==> config.mk <==
export PLATFORM = sky130hd
export DESIGN_NAME = iolpw_ctrl
export DESIGN_NICKNAME = d
export VERILOG_FILES = /design/src/design/iolpw_pkg.sv /design/src/design/iolpw_ctrl.sv
export SDC_FILE = /design/constraint.sdc
export NUM_CORES = 1
export LEC_CHECK = 0
export ABC_AREA = 1
export BUFFER_PORTS_ARGS = -buffer_cell sky130_fd_sc_hd__buf_4
export CORE_MARGIN = 2
export CORE_UTILIZATION = 40
export DETAILED_ROUTE_END_ITERATION = 10
export MAX_ROUTING_LAYER = met4
export PLACE_DENSITY = 0.67
export SLEW_MARGIN = 25
export SYNTH_ARGS = -nofsm -noshare
export SYNTH_HDL_FRONTEND = slang
export SYNTH_SLANG_ARGS = --single-unit
==> constraint.sdc <==
create_clock -name clk_i -period 3.3 [get_ports clk_i]
set_input_delay 0.165 -clock clk_i [delete_from_list [all_inputs] [get_ports clk_i]]
set_output_delay 0.165 -clock clk_i [all_outputs]
set_load 0.02 [all_outputs]
==> src/design/iolpw_pkg.sv <==
// Constants, types and carriers for the interrupt option and low-power wake block.
package iolpw_pkg;

	// Register map, byte addresses on the 32-bit register bus.
	localparam logic [31:0] IOLPW_OPT_ADDR = 32'h0000_00C8;
	localparam logic [31:0] IOLPW_STATUS_ADDR = 32'h0000_00CC;

	// Option register layout and reset value.
	localparam logic [7:0] IOLPW_OPT_RESET = 8'h00;
	localparam logic [7:0] IOLPW_OPT_MASK = 8'h70;
	localparam int IOLPW_LES_BIT = 6;
	localparam int IOLPW_POL_BIT = 5;
	localparam int IOLPW_GEN_BIT = 4;

	// Status register layout.
	localparam int IOLPW_ST_SLEEP_LSB = 0;
	localparam int IOLPW_ST_MODE_LSB = 2;
	localparam int IOLPW_ST_LATCH_LSB = 4;
	localparam int IOLPW_ST_OPT_LSB = 8;

	// Bus answers.
	localparam logic [1:0] IOLPW_RESP_OKAY = 2'h0;
	localparam logic [1:0] IOLPW_RESP_SLVERR = 2'h2;
	localparam logic [1:0] IOLPW_RESP_DECERR = 2'h3;

	// Oscillator stabilisation after a wake from STOP, rounded up to cycles.
	localparam int IOLPW_CLK_MHZ = 250;
	localparam int IOLPW_OSC_STAB_NS = 4000;
	localparam int IOLPW_STAB_CYCLES_INT =
		(IOLPW_OSC_STAB_NS * IOLPW_CLK_MHZ + 999) / 1000;
	localparam logic [9:0] IOLPW_STAB_LAST =
		10'(IOLPW_STAB_CYCLES_INT - 1);

	// Interrupt source numbers; source 0 is the non-maskable one.
	localparam logic [2:0] IOLPW_SRC_NMI = 3'h0;

	typedef enum logic [1:0] {
		IOLPW_RUN = 2'h0,
		IOLPW_WAIT = 2'h1,
		IOLPW_STOP = 2'h2,
		IOLPW_STAB = 2'h3
	} iolpw_sleep_type;

	typedef enum logic [1:0] {
		IOLPW_NORMAL = 2'h0,
		IOLPW_INT = 2'h1,
		IOLPW_NMI = 2'h2
	} iolpw_mode_type;

	typedef struct packed {
		logic awvalid;
		logic [31:0] awaddr;
		logic [2:0] awprot;
		logic wvalid;
		logic [31:0] wdata;
		logic [3:0] wstrb;
		logic bready;
		logic arvalid;
		logic [31:0] araddr;
		logic [2:0] arprot;
		logic rready;
	} iolpw_axil_req_type;

	typedef struct packed {
		logic awready;
		logic wready;
		logic bvalid;
		logic [1:0] bresp;
		logic arready;
		logic rvalid;
		logic [31:0] rdata;
		logic [1:0] rresp;
	} iolpw_axil_rsp_type;

endpackage : iolpw_pkg

==> src/design/iolpw_ctrl.sv <==
// Interrupt option register, request detection and sleep/wake sequencer.
// Summary of operation
// - option register takes full-byte writes only.
// - option register clears to zero on reset.
// - bit 7 and bits 3..0 do nothing.
// - bit 6 picks level or edge for source 1.
// - bit 5 picks the edge of source 2.
// - bit 5 high rising, low falling edge.
// - bit 4 low masks all but NMI.
// - bit 4 low: nothing wakes, only reset.
// - return restores previous flag set and mode.
// - WAIT halts core, oscillator keeps running.
// - wake from WAIT has no stabilisation delay.
// - reset during sleep runs ordinary reset.
// - STOP halts oscillator, waits for interrupt.
// - wake from STOP waits for oscillator stabilisation.
// - active watchdog turns STOP into WAIT.
// - main-routine sleeper services waking interrupt first.
// - NMI-routine sleeper resumes, stays in NMI mode.
// - interrupt-routine sleeper finishes routine before others.
// - NMI wakes interrupt routine: NMI first, stays.
// - no sleep while enabled request is pending.
// - wake leaves oscillator source selection alone.
`timescale 1ns/1ps

module iolpw_ctrl
(
	input wire logic clk_i,
	input wire logic sys_rst_i,
	input wire iolpw_pkg::iolpw_axil_req_type axi_req_i,
	output iolpw_pkg::iolpw_axil_rsp_type axi_rsp_o,
	input wire logic [4:0] src_n_i,
	input wire logic wait_instr_i,
	input wire logic stop_instr_i,
	input wire logic watchdog_active_i,
	input wire logic core_ack_i,
	input wire logic [2:0] core_ack_id_i,
	input wire logic return_from_interrupt_i,
	output logic irq_valid_o,
	output logic [2:0] irq_id_o,
	output logic [1:0] flag_set_o,
	output logic core_halt_o,
	output logic osc_run_o,
	output logic resume_o,
	output logic sleep_refused_o
);

	typedef struct packed {
		logic aw_got;
		logic [31:0] aw_addr;
		logic w_got;
		logic [7:0] w_data;
		logic w_strb0;
		logic bvalid;
		logic [1:0] bresp;
		logic rvalid;
		logic [1:0] rresp;
		logic [31:0] rdata;
		logic [7:0] opt;
		logic [4:0] sync1;
		logic [4:0] sync2;
		logic [4:0] prev;
		logic [2:0] latch;
		iolpw_pkg::iolpw_sleep_type sleep;
		logic [9:0] stab_cnt;
		iolpw_pkg::iolpw_mode_type mode;
		iolpw_pkg::iolpw_mode_type saved_mode;
		logic irq_valid;
		logic [2:0] irq_id;
		logic resume;
		logic refused;
	} iolpw_state_type;

	iolpw_state_type state_q;
	iolpw_state_type state_d;

	logic gen;
	logic level_edge_select;
	logic pol;
	logic [4:0] fall;
	logic [4:0] rise;
	logic [4:0] req;
	logic pend;
	logic wake;
	logic sleep_req;
	logic cand_v;
	logic [2:0] cand_id;
	logic [2:0] latch_set;
	logic [2:0] latch_clr;

	assign gen = state_q.opt[iolpw_pkg::IOLPW_GEN_BIT];
	assign level_edge_select = state_q.opt[iolpw_pkg::IOLPW_LES_BIT];
	assign pol = state_q.opt[iolpw_pkg::IOLPW_POL_BIT];

	// Pins are active low; edges are seen after the two-stage synchroniser.
	assign fall = state_q.prev & ~state_q.sync2;
	assign rise = ~state_q.prev & state_q.sync2;

	always_comb
	begin
		latch_set[0] = fall[0];
		latch_set[1] = ~level_edge_select & fall[1];
		latch_set[2] = pol ? rise[2] : fall[2];
		for (int i = 0; i < 3; i++)
		begin
			latch_clr[i] = core_ack_i && (core_ack_id_i == 3'(i));
		end
	end

	// Source 0 is never masked; the others need the global enable.
	assign req[0] = state_q.latch[0];
	assign req[1] = gen & (level_edge_select ? ~state_q.sync2[1] : state_q.latch[1]);
	assign req[2] = gen & state_q.latch[2];
	assign req[3] = gen & ~state_q.sync2[3];
	assign req[4] = gen & ~state_q.sync2[4];
	assign pend = |req;
	// A pending NMI still cannot wake the core while the enable is low.
	assign wake = gen & (|req);
	assign sleep_req = wait_instr_i | stop_instr_i;

	// Selection of the request offered to the core.
	always_comb
	begin
		cand_v = 1'b0;
		cand_id = 3'h0;
		if (state_q.latch[0] && state_q.mode != iolpw_pkg::IOLPW_NMI)
		begin
			cand_v = 1'b1;
			cand_id = iolpw_pkg::IOLPW_SRC_NMI;
		end
		else if (state_q.mode == iolpw_pkg::IOLPW_NORMAL)
		begin
			// Lowest number wins, so scan from the bottom priority up.
			for (int i = 4; i >= 1; i--)
			begin
				if (req[i])
				begin
					cand_v = 1'b1;
					cand_id = 3'(i);
				end
			end
		end
	end

	always_comb
	begin
		state_d = state_q;
		state_d.resume = 1'b0;
		state_d.refused = 1'b0;

		// The first stage feeds only the second stage.
		state_d.sync1 = src_n_i;
		state_d.sync2 = state_q.sync1;
		state_d.prev = state_q.sync2;

		// Edge latches: a new edge wins over the core's clear.
		for (int i = 0; i < 3; i++)
		begin
			state_d.latch[i] = latch_set[i] |
				(state_q.latch[i] & ~latch_clr[i]);
		end
		if (level_edge_select)
		begin
			state_d.latch[1] = 1'b0;
		end

		// Write address and data are taken in either order.
		if (axi_req_i.awvalid && !state_q.aw_got && !state_q.bvalid)
		begin
			state_d.aw_got = 1'b1;
			state_d.aw_addr = axi_req_i.awaddr;
		end
		if (axi_req_i.wvalid && !state_q.w_got && !state_q.bvalid)
		begin
			state_d.w_got = 1'b1;
			state_d.w_data = axi_req_i.wdata[7:0];
			state_d.w_strb0 = axi_req_i.wstrb[0];
		end
		if (state_q.aw_got && state_q.w_got && !state_q.bvalid)
		begin
			state_d.aw_got = 1'b0;
			state_d.w_got = 1'b0;
			state_d.bvalid = 1'b1;
			if (state_q.aw_addr == iolpw_pkg::IOLPW_OPT_ADDR)
			begin
				if (state_q.w_strb0)
				begin
					state_d.opt = state_q.w_data &
						iolpw_pkg::IOLPW_OPT_MASK;
					state_d.bresp = iolpw_pkg::IOLPW_RESP_OKAY;
				end
				else
				begin
					// A write missing the low byte lane leaves the register alone.
					state_d.bresp = iolpw_pkg::IOLPW_RESP_SLVERR;
				end
			end
			else if (state_q.aw_addr == iolpw_pkg::IOLPW_STATUS_ADDR)
			begin
				state_d.bresp = iolpw_pkg::IOLPW_RESP_SLVERR;
			end
			else
			begin
				state_d.bresp = iolpw_pkg::IOLPW_RESP_DECERR;
			end
		end
		if (state_q.bvalid && axi_req_i.bready)
		begin
			state_d.bvalid = 1'b0;
		end

		// Reads: the option register is write only and refuses them.
		if (axi_req_i.arvalid && !state_q.rvalid)
		begin
			state_d.rvalid = 1'b1;
			state_d.rdata = 32'h0000_0000;
			if (axi_req_i.araddr == iolpw_pkg::IOLPW_OPT_ADDR)
			begin
				state_d.rresp = iolpw_pkg::IOLPW_RESP_SLVERR;
			end
			else if (axi_req_i.araddr == iolpw_pkg::IOLPW_STATUS_ADDR)
			begin
				state_d.rresp = iolpw_pkg::IOLPW_RESP_OKAY;
				state_d.rdata[iolpw_pkg::IOLPW_ST_SLEEP_LSB +: 2] =
					state_q.sleep;
				state_d.rdata[iolpw_pkg::IOLPW_ST_MODE_LSB +: 2] =
					state_q.mode;
				state_d.rdata[iolpw_pkg::IOLPW_ST_LATCH_LSB +: 3] =
					state_q.latch;
				state_d.rdata[iolpw_pkg::IOLPW_ST_OPT_LSB +: 8] =
					state_q.opt;
			end
			else
			begin
				state_d.rresp = iolpw_pkg::IOLPW_RESP_DECERR;
			end
		end
		else if (state_q.rvalid && axi_req_i.rready)
		begin
			state_d.rvalid = 1'b0;
		end

		// Mode tracking: a return restores the set in use before entry.
		if (return_from_interrupt_i)
		begin
			state_d.mode = (state_q.mode == iolpw_pkg::IOLPW_NMI) ?
				state_q.saved_mode : iolpw_pkg::IOLPW_NORMAL;
		end
		if (core_ack_i)
		begin
			if (core_ack_id_i == iolpw_pkg::IOLPW_SRC_NMI)
			begin
				// Remember normal or interrupt mode under the NMI.
				state_d.saved_mode = state_q.mode;
				state_d.mode = iolpw_pkg::IOLPW_NMI;
			end
			else
			begin
				state_d.mode = iolpw_pkg::IOLPW_INT;
			end
		end

		// Sleep sequencer.
		unique case (state_q.sleep)
			iolpw_pkg::IOLPW_RUN:
			begin
				if (sleep_req)
				begin
					if (pend)
					begin
						state_d.refused = 1'b1;
					end
					else if (stop_instr_i && !watchdog_active_i)
					begin
						state_d.sleep = iolpw_pkg::IOLPW_STOP;
					end
					else
					begin
						state_d.sleep = iolpw_pkg::IOLPW_WAIT;
					end
				end
			end
			iolpw_pkg::IOLPW_WAIT:
			begin
				// The clock never stopped, so execution restarts at once.
				// Waking never touches the oscillator source selection.
				if (wake)
				begin
					state_d.sleep = iolpw_pkg::IOLPW_RUN;
					state_d.resume = 1'b1;
				end
			end
			iolpw_pkg::IOLPW_STOP:
			begin
				if (wake)
				begin
					state_d.sleep = iolpw_pkg::IOLPW_STAB;
					state_d.stab_cnt = iolpw_pkg::IOLPW_STAB_LAST;
				end
			end
			iolpw_pkg::IOLPW_STAB:
			begin
				if (state_q.stab_cnt == 10'h000)
				begin
					state_d.sleep = iolpw_pkg::IOLPW_RUN;
					state_d.resume = 1'b1;
				end
				else
				begin
					state_d.stab_cnt = state_q.stab_cnt - 10'h001;
				end
			end
		endcase

		// A request is offered only while the core executes; in NMI mode
		// nothing is offered, so a waking request is left pending.
		state_d.irq_valid = cand_v && !core_ack_i &&
			state_q.sleep == iolpw_pkg::IOLPW_RUN;
		state_d.irq_id = cand_id;
	end

	// Any reset, pin or watchdog, lands here and restarts from scratch.
	always_ff @(posedge clk_i or posedge sys_rst_i)
	begin
		if (sys_rst_i)
		begin
			state_q <= '0;
			// Pins idle high; starting the detectors there avoids a false
			// rising edge on every source just after reset.
			state_q.sync1 <= 5'h1F;
			state_q.sync2 <= 5'h1F;
			state_q.prev <= 5'h1F;
		end
		else
		begin
			state_q <= state_d;
		end
	end

	// One process drives the whole response struct.
	always_comb
	begin
		axi_rsp_o.awready = !state_q.aw_got && !state_q.bvalid;
		axi_rsp_o.wready = !state_q.w_got && !state_q.bvalid;
		axi_rsp_o.bvalid = state_q.bvalid;
		axi_rsp_o.bresp = state_q.bresp;
		axi_rsp_o.arready = !state_q.rvalid;
		axi_rsp_o.rvalid = state_q.rvalid;
		axi_rsp_o.rdata = state_q.rdata;
		axi_rsp_o.rresp = state_q.rresp;
	end

	assign irq_valid_o = state_q.irq_valid;
	assign irq_id_o = state_q.irq_id;
	assign flag_set_o = state_q.mode;
	assign core_halt_o = state_q.sleep != iolpw_pkg::IOLPW_RUN;
	// The oscillator only stops in STOP; peripherals keep clocking in WAIT.
	assign osc_run_o = state_q.sleep != iolpw_pkg::IOLPW_STOP;
	assign resume_o = state_q.resume;
	assign sleep_refused_o = state_q.refused;
endmodule : iolpw_ctrl

* Word level (Yosys, flattened, before mapping)
Index checks and enable logic that the tools add are counted.
Storage, ports and cells: register bits 105, bits of input ports 126, output and inout bits 51
Operators by class: add/sub/neg operators 1, equal/unequal tests 18, muxes and demuxes 52, bitwise gates (word level) 24, reduce and logical (&&, ||, !) cells 40
Operators by type and width (number):
- == test 32 x 8 -> 1 bit (second input constant) | 4
- 2-to-1 mux 33 bit | 1
- 2-to-1 mux 7 bit | 4
- 2-to-1 mux 2 bit | 13
- 2-to-1 mux 3 bit | 7
- 2-to-1 mux 1 bit | 20
- 2-to-1 mux 10 bit | 2
- one-hot mux 10 bit (2 select lines) | 1
- logical AND 1 bit | 18
- != test 2 bit (second input constant) | 8
- nonzero test 2 bit | 7
- 2-to-1 mux 12 bit | 1
- logical NOT 10 bit | 1
- subtractor 10 x 1 -> 10 bit (second input constant) | 1
- AND 1 bit | 9
- one-hot mux 2 bit (4 select lines) | 1
- inverter 1 bit | 7
- AND 3 bit | 2
- == test 2 bit (second input constant) | 3
- logical NOT 1 bit | 6
- inverter 3 bit | 2
- AND reduction 3 bit | 2
- AND reduction 5 bit | 1
- OR reduction 5 bit | 1
- 9 further kinds | 13

* Depth between registers and ports, before layout
depth in word-level cells 10, gate-level depth with buffers 10, mapped depth without buffers 10

* Worst setup path before layout
Ideal clock, no wire load.
path type register to register, start reg state_q[10] (netlist bit), end reg state_q[10] (netlist bit), setup time 0.124 ns, data arrival time 1.352 ns, setup slack 1.825 ns, cell stages (with the launch flop) 11, clock period less this slack 1.475 ns, cell sequence dfrtp_1 inv_1 ha_1 nand3_1 nor2_2 nand2_2 nand2_4 nand2_4 buf_12 o21ai_2 o21ai_2
Between the ends: word-level cells in the longest chain between the ends 3, elaborated cells between the ends (all ways) 6
Ends and longest elaborated chain:
- start: declaration | line iolpw_ctrl.sv:74 | iolpw_state_type state_q;
- start signal: assignment | line iolpw_ctrl.sv:336 | state_q <= state_d;
- subtractor 10 x 1 -> 10 bit / logical NOT 10 bit (equally long branches) | line iolpw_ctrl.sv:310, iolpw_ctrl.sv:303
- 2-to-1 mux 10 bit / != test 2 bit (equally long branches)
- one-hot mux 10 bit (2 select lines) / AND reduction 3 bit (equally long branches)
Several ways; a longest one is shown, not always the timed one. The select of a mux whose other input is x is not followed. A chain may end at the register's enable or synchronous reset.

* Final worst setup path
start reg state_q (netlist bit axi_rsp_o[34]), end reg state_q (netlist bit axi_rsp_o[0])
Between the ends: word-level cells in the longest chain between the ends 2
Ends and longest elaborated chain:
- logical NOT 1 bit | line iolpw_ctrl.sv:213 | if (axi_req_i.arvalid && !state_q.rvalid)
- logical AND 1 bit | line iolpw_ctrl.sv:213
Every way passes these cells.

==> run_results.csv <==
group,metric,value,unit
run_status,outcome,"finished with violations",
run_status,violations,"hold timing",
timing,timing.final.max_slew_violations,0,
synth,synthDistinctLibCells,39,
critical_path,reg2reg_slack,1.56,ns
critical_path,crit_type,"register to register",
finish,layout_common_cells,"buf_4 (117), nor2_1 (83), dfrtp_1 (82)",
power_and_ir_drop,p_int,2.44,mW
timing,setup_tns,0,ns
floorplanning,core.rowCount,39,
global_route,grt.overflow.total,0,
timing,fin_crit_sh,0.528,
timing,worst_slew_pin_slew,0.763,ns
critical_path,max_stage_delay,0.69,ns
clock_tree,clockBufferDepth,2,
finish,fillers,1077,
floorplanning,die-area,12500,um2
power_and_ir_drop,vdd_drop_max,420,uV
clock_tree,cts.clk_slew.worst_paths,0.06,ns
detailed_routing,firstDrtPassIters,4,
timing,skew,0.00713,ns
finish,final-instance-count-excl-fill,767,
timing,relSlewSlack,0.489,
synth,synthCells,518,
synth,avgSynthCellArea,8.94,um2
timing,min_period,1.74,ns
timing,worst_hold_slack,-0.0631,ns
power_and_ir_drop,p_clk_frac,0.297,
critical_path,cp_cell_sequence,"inv_1, nand2_1, nor2_1, inv_1, nor2_1, nor2_1",
detailed_routing,viasPerCell,4.63,
finish,drive_gt1_frac,0.300,
critical_path,cp.required,3.52,ns
global_route,gr-usage-all-layers,0.163,
floorplanning,start_util,0.407,
critical_path,r2r_end,"axi_rsp_o[0]$_DFFE_PP0P_",
critical_path,crit_path_top_delay_cell,"nor2_1",
critical_path,cp-end-kind,"register",
timing,fmaxAchievable,574,MHz
floorplanning,die_h,112,um
detailed_routing,vias,3548,
global_route,grt_max_degree,81,
placed_design,port-buffer-count,116,
clock_tree,numCtsBuffers,9,
detailed_routing,first_iter_violations,150,
synth,synth_top_area_cell,"dfrtp_1",
critical_path,cp_data_arrival_time,1.96,ns
critical_path,reg2reg_depth,6,
global_route,grt_antenna_before_repair,0,
synth,seq_area_frac_synth,0.517,
finish,syn2layout_area_growth,23.9,%
critical_path,cp_max_fo,13,
clock_tree,root_buffer,"clkbuf_16",
clock_tree,postCtsSetupBuffers,0,
detailed_routing,route.final.wire_length,9.17,mm
clock_tree,ctsHoldBuffers,5,
min_path,min_path_type,"primary input to async pin",
synth,synth_area,4630,um2
power_and_ir_drop,seqPwrFrac,0.447,
global_route,first_global_vias,3640,
timing,hold_viol,50,
clock_tree,cts_tree,"built",
synth,synth_warnings,0,
placed_design,place_hpwl,6.90,mm
floorplanning,chipWidth,112,um
clock_tree,cts_num_sinks,95,
floorplanning,io_pins,177,
placed_design,dp_cells,746,
critical_path,cp-start-kind,"register",
placed_design,routabilityCongestion,0.846,
power_and_ir_drop,powerDensity,617,nW/um2
critical_path,crit_path_frequent_cell,"nor2_1",
power_and_ir_drop,p_comb_frac,0.255,
clock_tree,clk_latency,0.33,ns
timing,rsz0062_at_grt,"false",
floorplanning,coreArea,11400,um2
power_and_ir_drop,leakagePower,2.96,nW
synth,synth_top_area_frac,0.443,
clock_tree,cts_htree_levels,3,
flow_run,drv_cap,0,
finish,nets,747,
detailed_routing,final_antenna_net_count,0,
detailed_routing,wl_per_cell,12.0,um
clock_tree,cts_resized,0,
critical_path,r2r-start,"axi_rsp_o[34]$_DFFE_PP0P_",
synth,yosys-top-cells-area,"dfrtp_1 (44%), dfstp_2 (7.4%), buf_4 (7.3%), nor2_1 (6.7%), nand2_1 (5.9%)",
detailed_routing,route.detailed.drc,0,
power_and_ir_drop,p_sw_frac,0.312,
power_and_ir_drop,p_switching,1.10,mW
synth,ys_seq_elements,95,
finish,final_common_cell,"buf_4",
global_route,grt_pass1_wl,16.2,mm
timing,setup_viol,0,
finish,diodes,0,
[sequential cells by signal, summed over array words and instances (netlist names)]
signal and count:
resume_o 1, irq_id_o 3, flag_set_o 2, state_q 57
req 1, pol 1, irq_valid_o 1, sleep_refused_o 1
state_d 10, axi_rsp_o 16, gen 1, level_edge_select 1
[worst max-delay path: cells and delay by family, from the launching register on]
family / cells / cell delay [ns]
buf+inv: 2 / 0.17
flops: 1 / 0.37
simple gates: 4 / 1.10
[worst max path at each step]
stage / from / to / slack [ns] / depth (start not counted)
6_report: axi_rsp_o[34]$_DFFE_PP0P_ / axi_rsp_o[0]$_DFFE_PP0P_ / 1.56 / 6
2_1_floorplan: sys_rst_i / axi_rsp_o[0]$_DFFE_PP0P_ / 0.68 / 1
4_1_cts: axi_rsp_o[34]$_DFFE_PP0P_ / axi_rsp_o[0]$_DFFE_PP0P_ / 1.54 / 6
5_1_grt: axi_rsp_o[34]$_DFFE_PP0P_ / axi_rsp_o[0]$_DFFE_PP0P_ / 1.31 / 6
3_3_place_gp: axi_rsp_o[34]$_DFFE_PP0P_ / axi_rsp_o[0]$_DFFE_PP0P_ / 1.58 / 6
3_5_place_dp: axi_rsp_o[34]$_DFFE_PP0P_ / axi_rsp_o[0]$_DFFE_PP0P_ / 1.55 / 6
[cells in the mapped netlist]
cell type / n
or2_2: 1
o21ai_2: 8
nor2_1: 83
ha_1: 2
buf_4: 45
nand2_1: 73
nor3_1: 4
a31oi_1: 1
o21a_1: 1
clkbuf_1: 3
mux2_1: 5
a21oi_2: 1
nand2_2: 6
o21ai_4: 1
nand3b_1: 3
nand3_2: 4
o22a_1: 1
mux2_2: 9
dfstp_2: 13
nor2_2: 4
nor3_2: 1
dfrtp_1: 82
buf_6: 1
nor4_1: 1
inv_1: 62
buf_2: 3
o21bai_1: 1
nand2_4: 3
nand3_1: 27
conb_1: 1
nor2_4: 1
nand4_1: 14
o22ai_1: 1
xor2_1: 4
a21oi_1: 26
buf_12: 1
inv_2: 4
o21ai_0: 15
o211ai_1: 2
[stage by stage]
stage,hold slack [ns],power (mW),cell area (um2),setup slack (ns),util
2_1_floorplan,0.169,2.24,4710,0.679,-
3_3_place_gp,0.274,2.47,5370,1.58,0.473
3_5_place_dp,0.274,2.51,5370,1.55,0.473
4_1_cts,0.00132,3.57,5730,1.54,0.504
5_1_grt,0.00427,3.77,5740,1.31,0.504
6_report,-0.0631,3.54,5740,1.56,0.504
[cells by family after synthesis]
logic type | share of synthesized area
AO/OA/AOI/OAI | 0.0759
XOR/XNOR | 0.00756
adder cells (fa/ha/maj) | 0.00540
buffers and inverters | 0.139
flip-flops | 0.517
multiplexers | 0.0340
other | 0.000810
AND/OR/NAND/NOR | 0.220
[final cells by class]
type / instances / area [um2] / share of cell area
Multi-Input combinational cell: 325 / 1670 / 0.292
Sequential cell: 95 / 2390 / 0.417
Timing Repair Buffer: 122 / 928 / 0.162
Inverter: 66 / 253 / 0.0441
Clock buffer: 15 / 300 / 0.0524
Clock inverter: 1 / 8.76 / 0.00153
Tap cell: 143 / 179 / 0.0312
[routing by layer]
metal / GRT usage / share of wire / up-vias
met4: 0.0609 / 0.019 / 0
met2: 0.257 / 0.46 / 106
li1: - / - / 1781
met1: 0.207 / 0.46 / 1646
met5: - / 0 / -
met3: 0.0343 / 0.056 / 15
[power groups by stage]
stage          Clock, mW  Sequential [mW]  Combinational [mW]
2_1_floorplan          0             1.59               0.657
4_1_cts             1.08             1.58               0.911
6_report            1.05             1.58               0.903
3_5_place_dp           0             1.60               0.904
5_1_grt             1.13             1.62                1.02
3_3_place_gp           0             1.59               0.879
No activity file was read; power rests on OpenSTA's default activity.
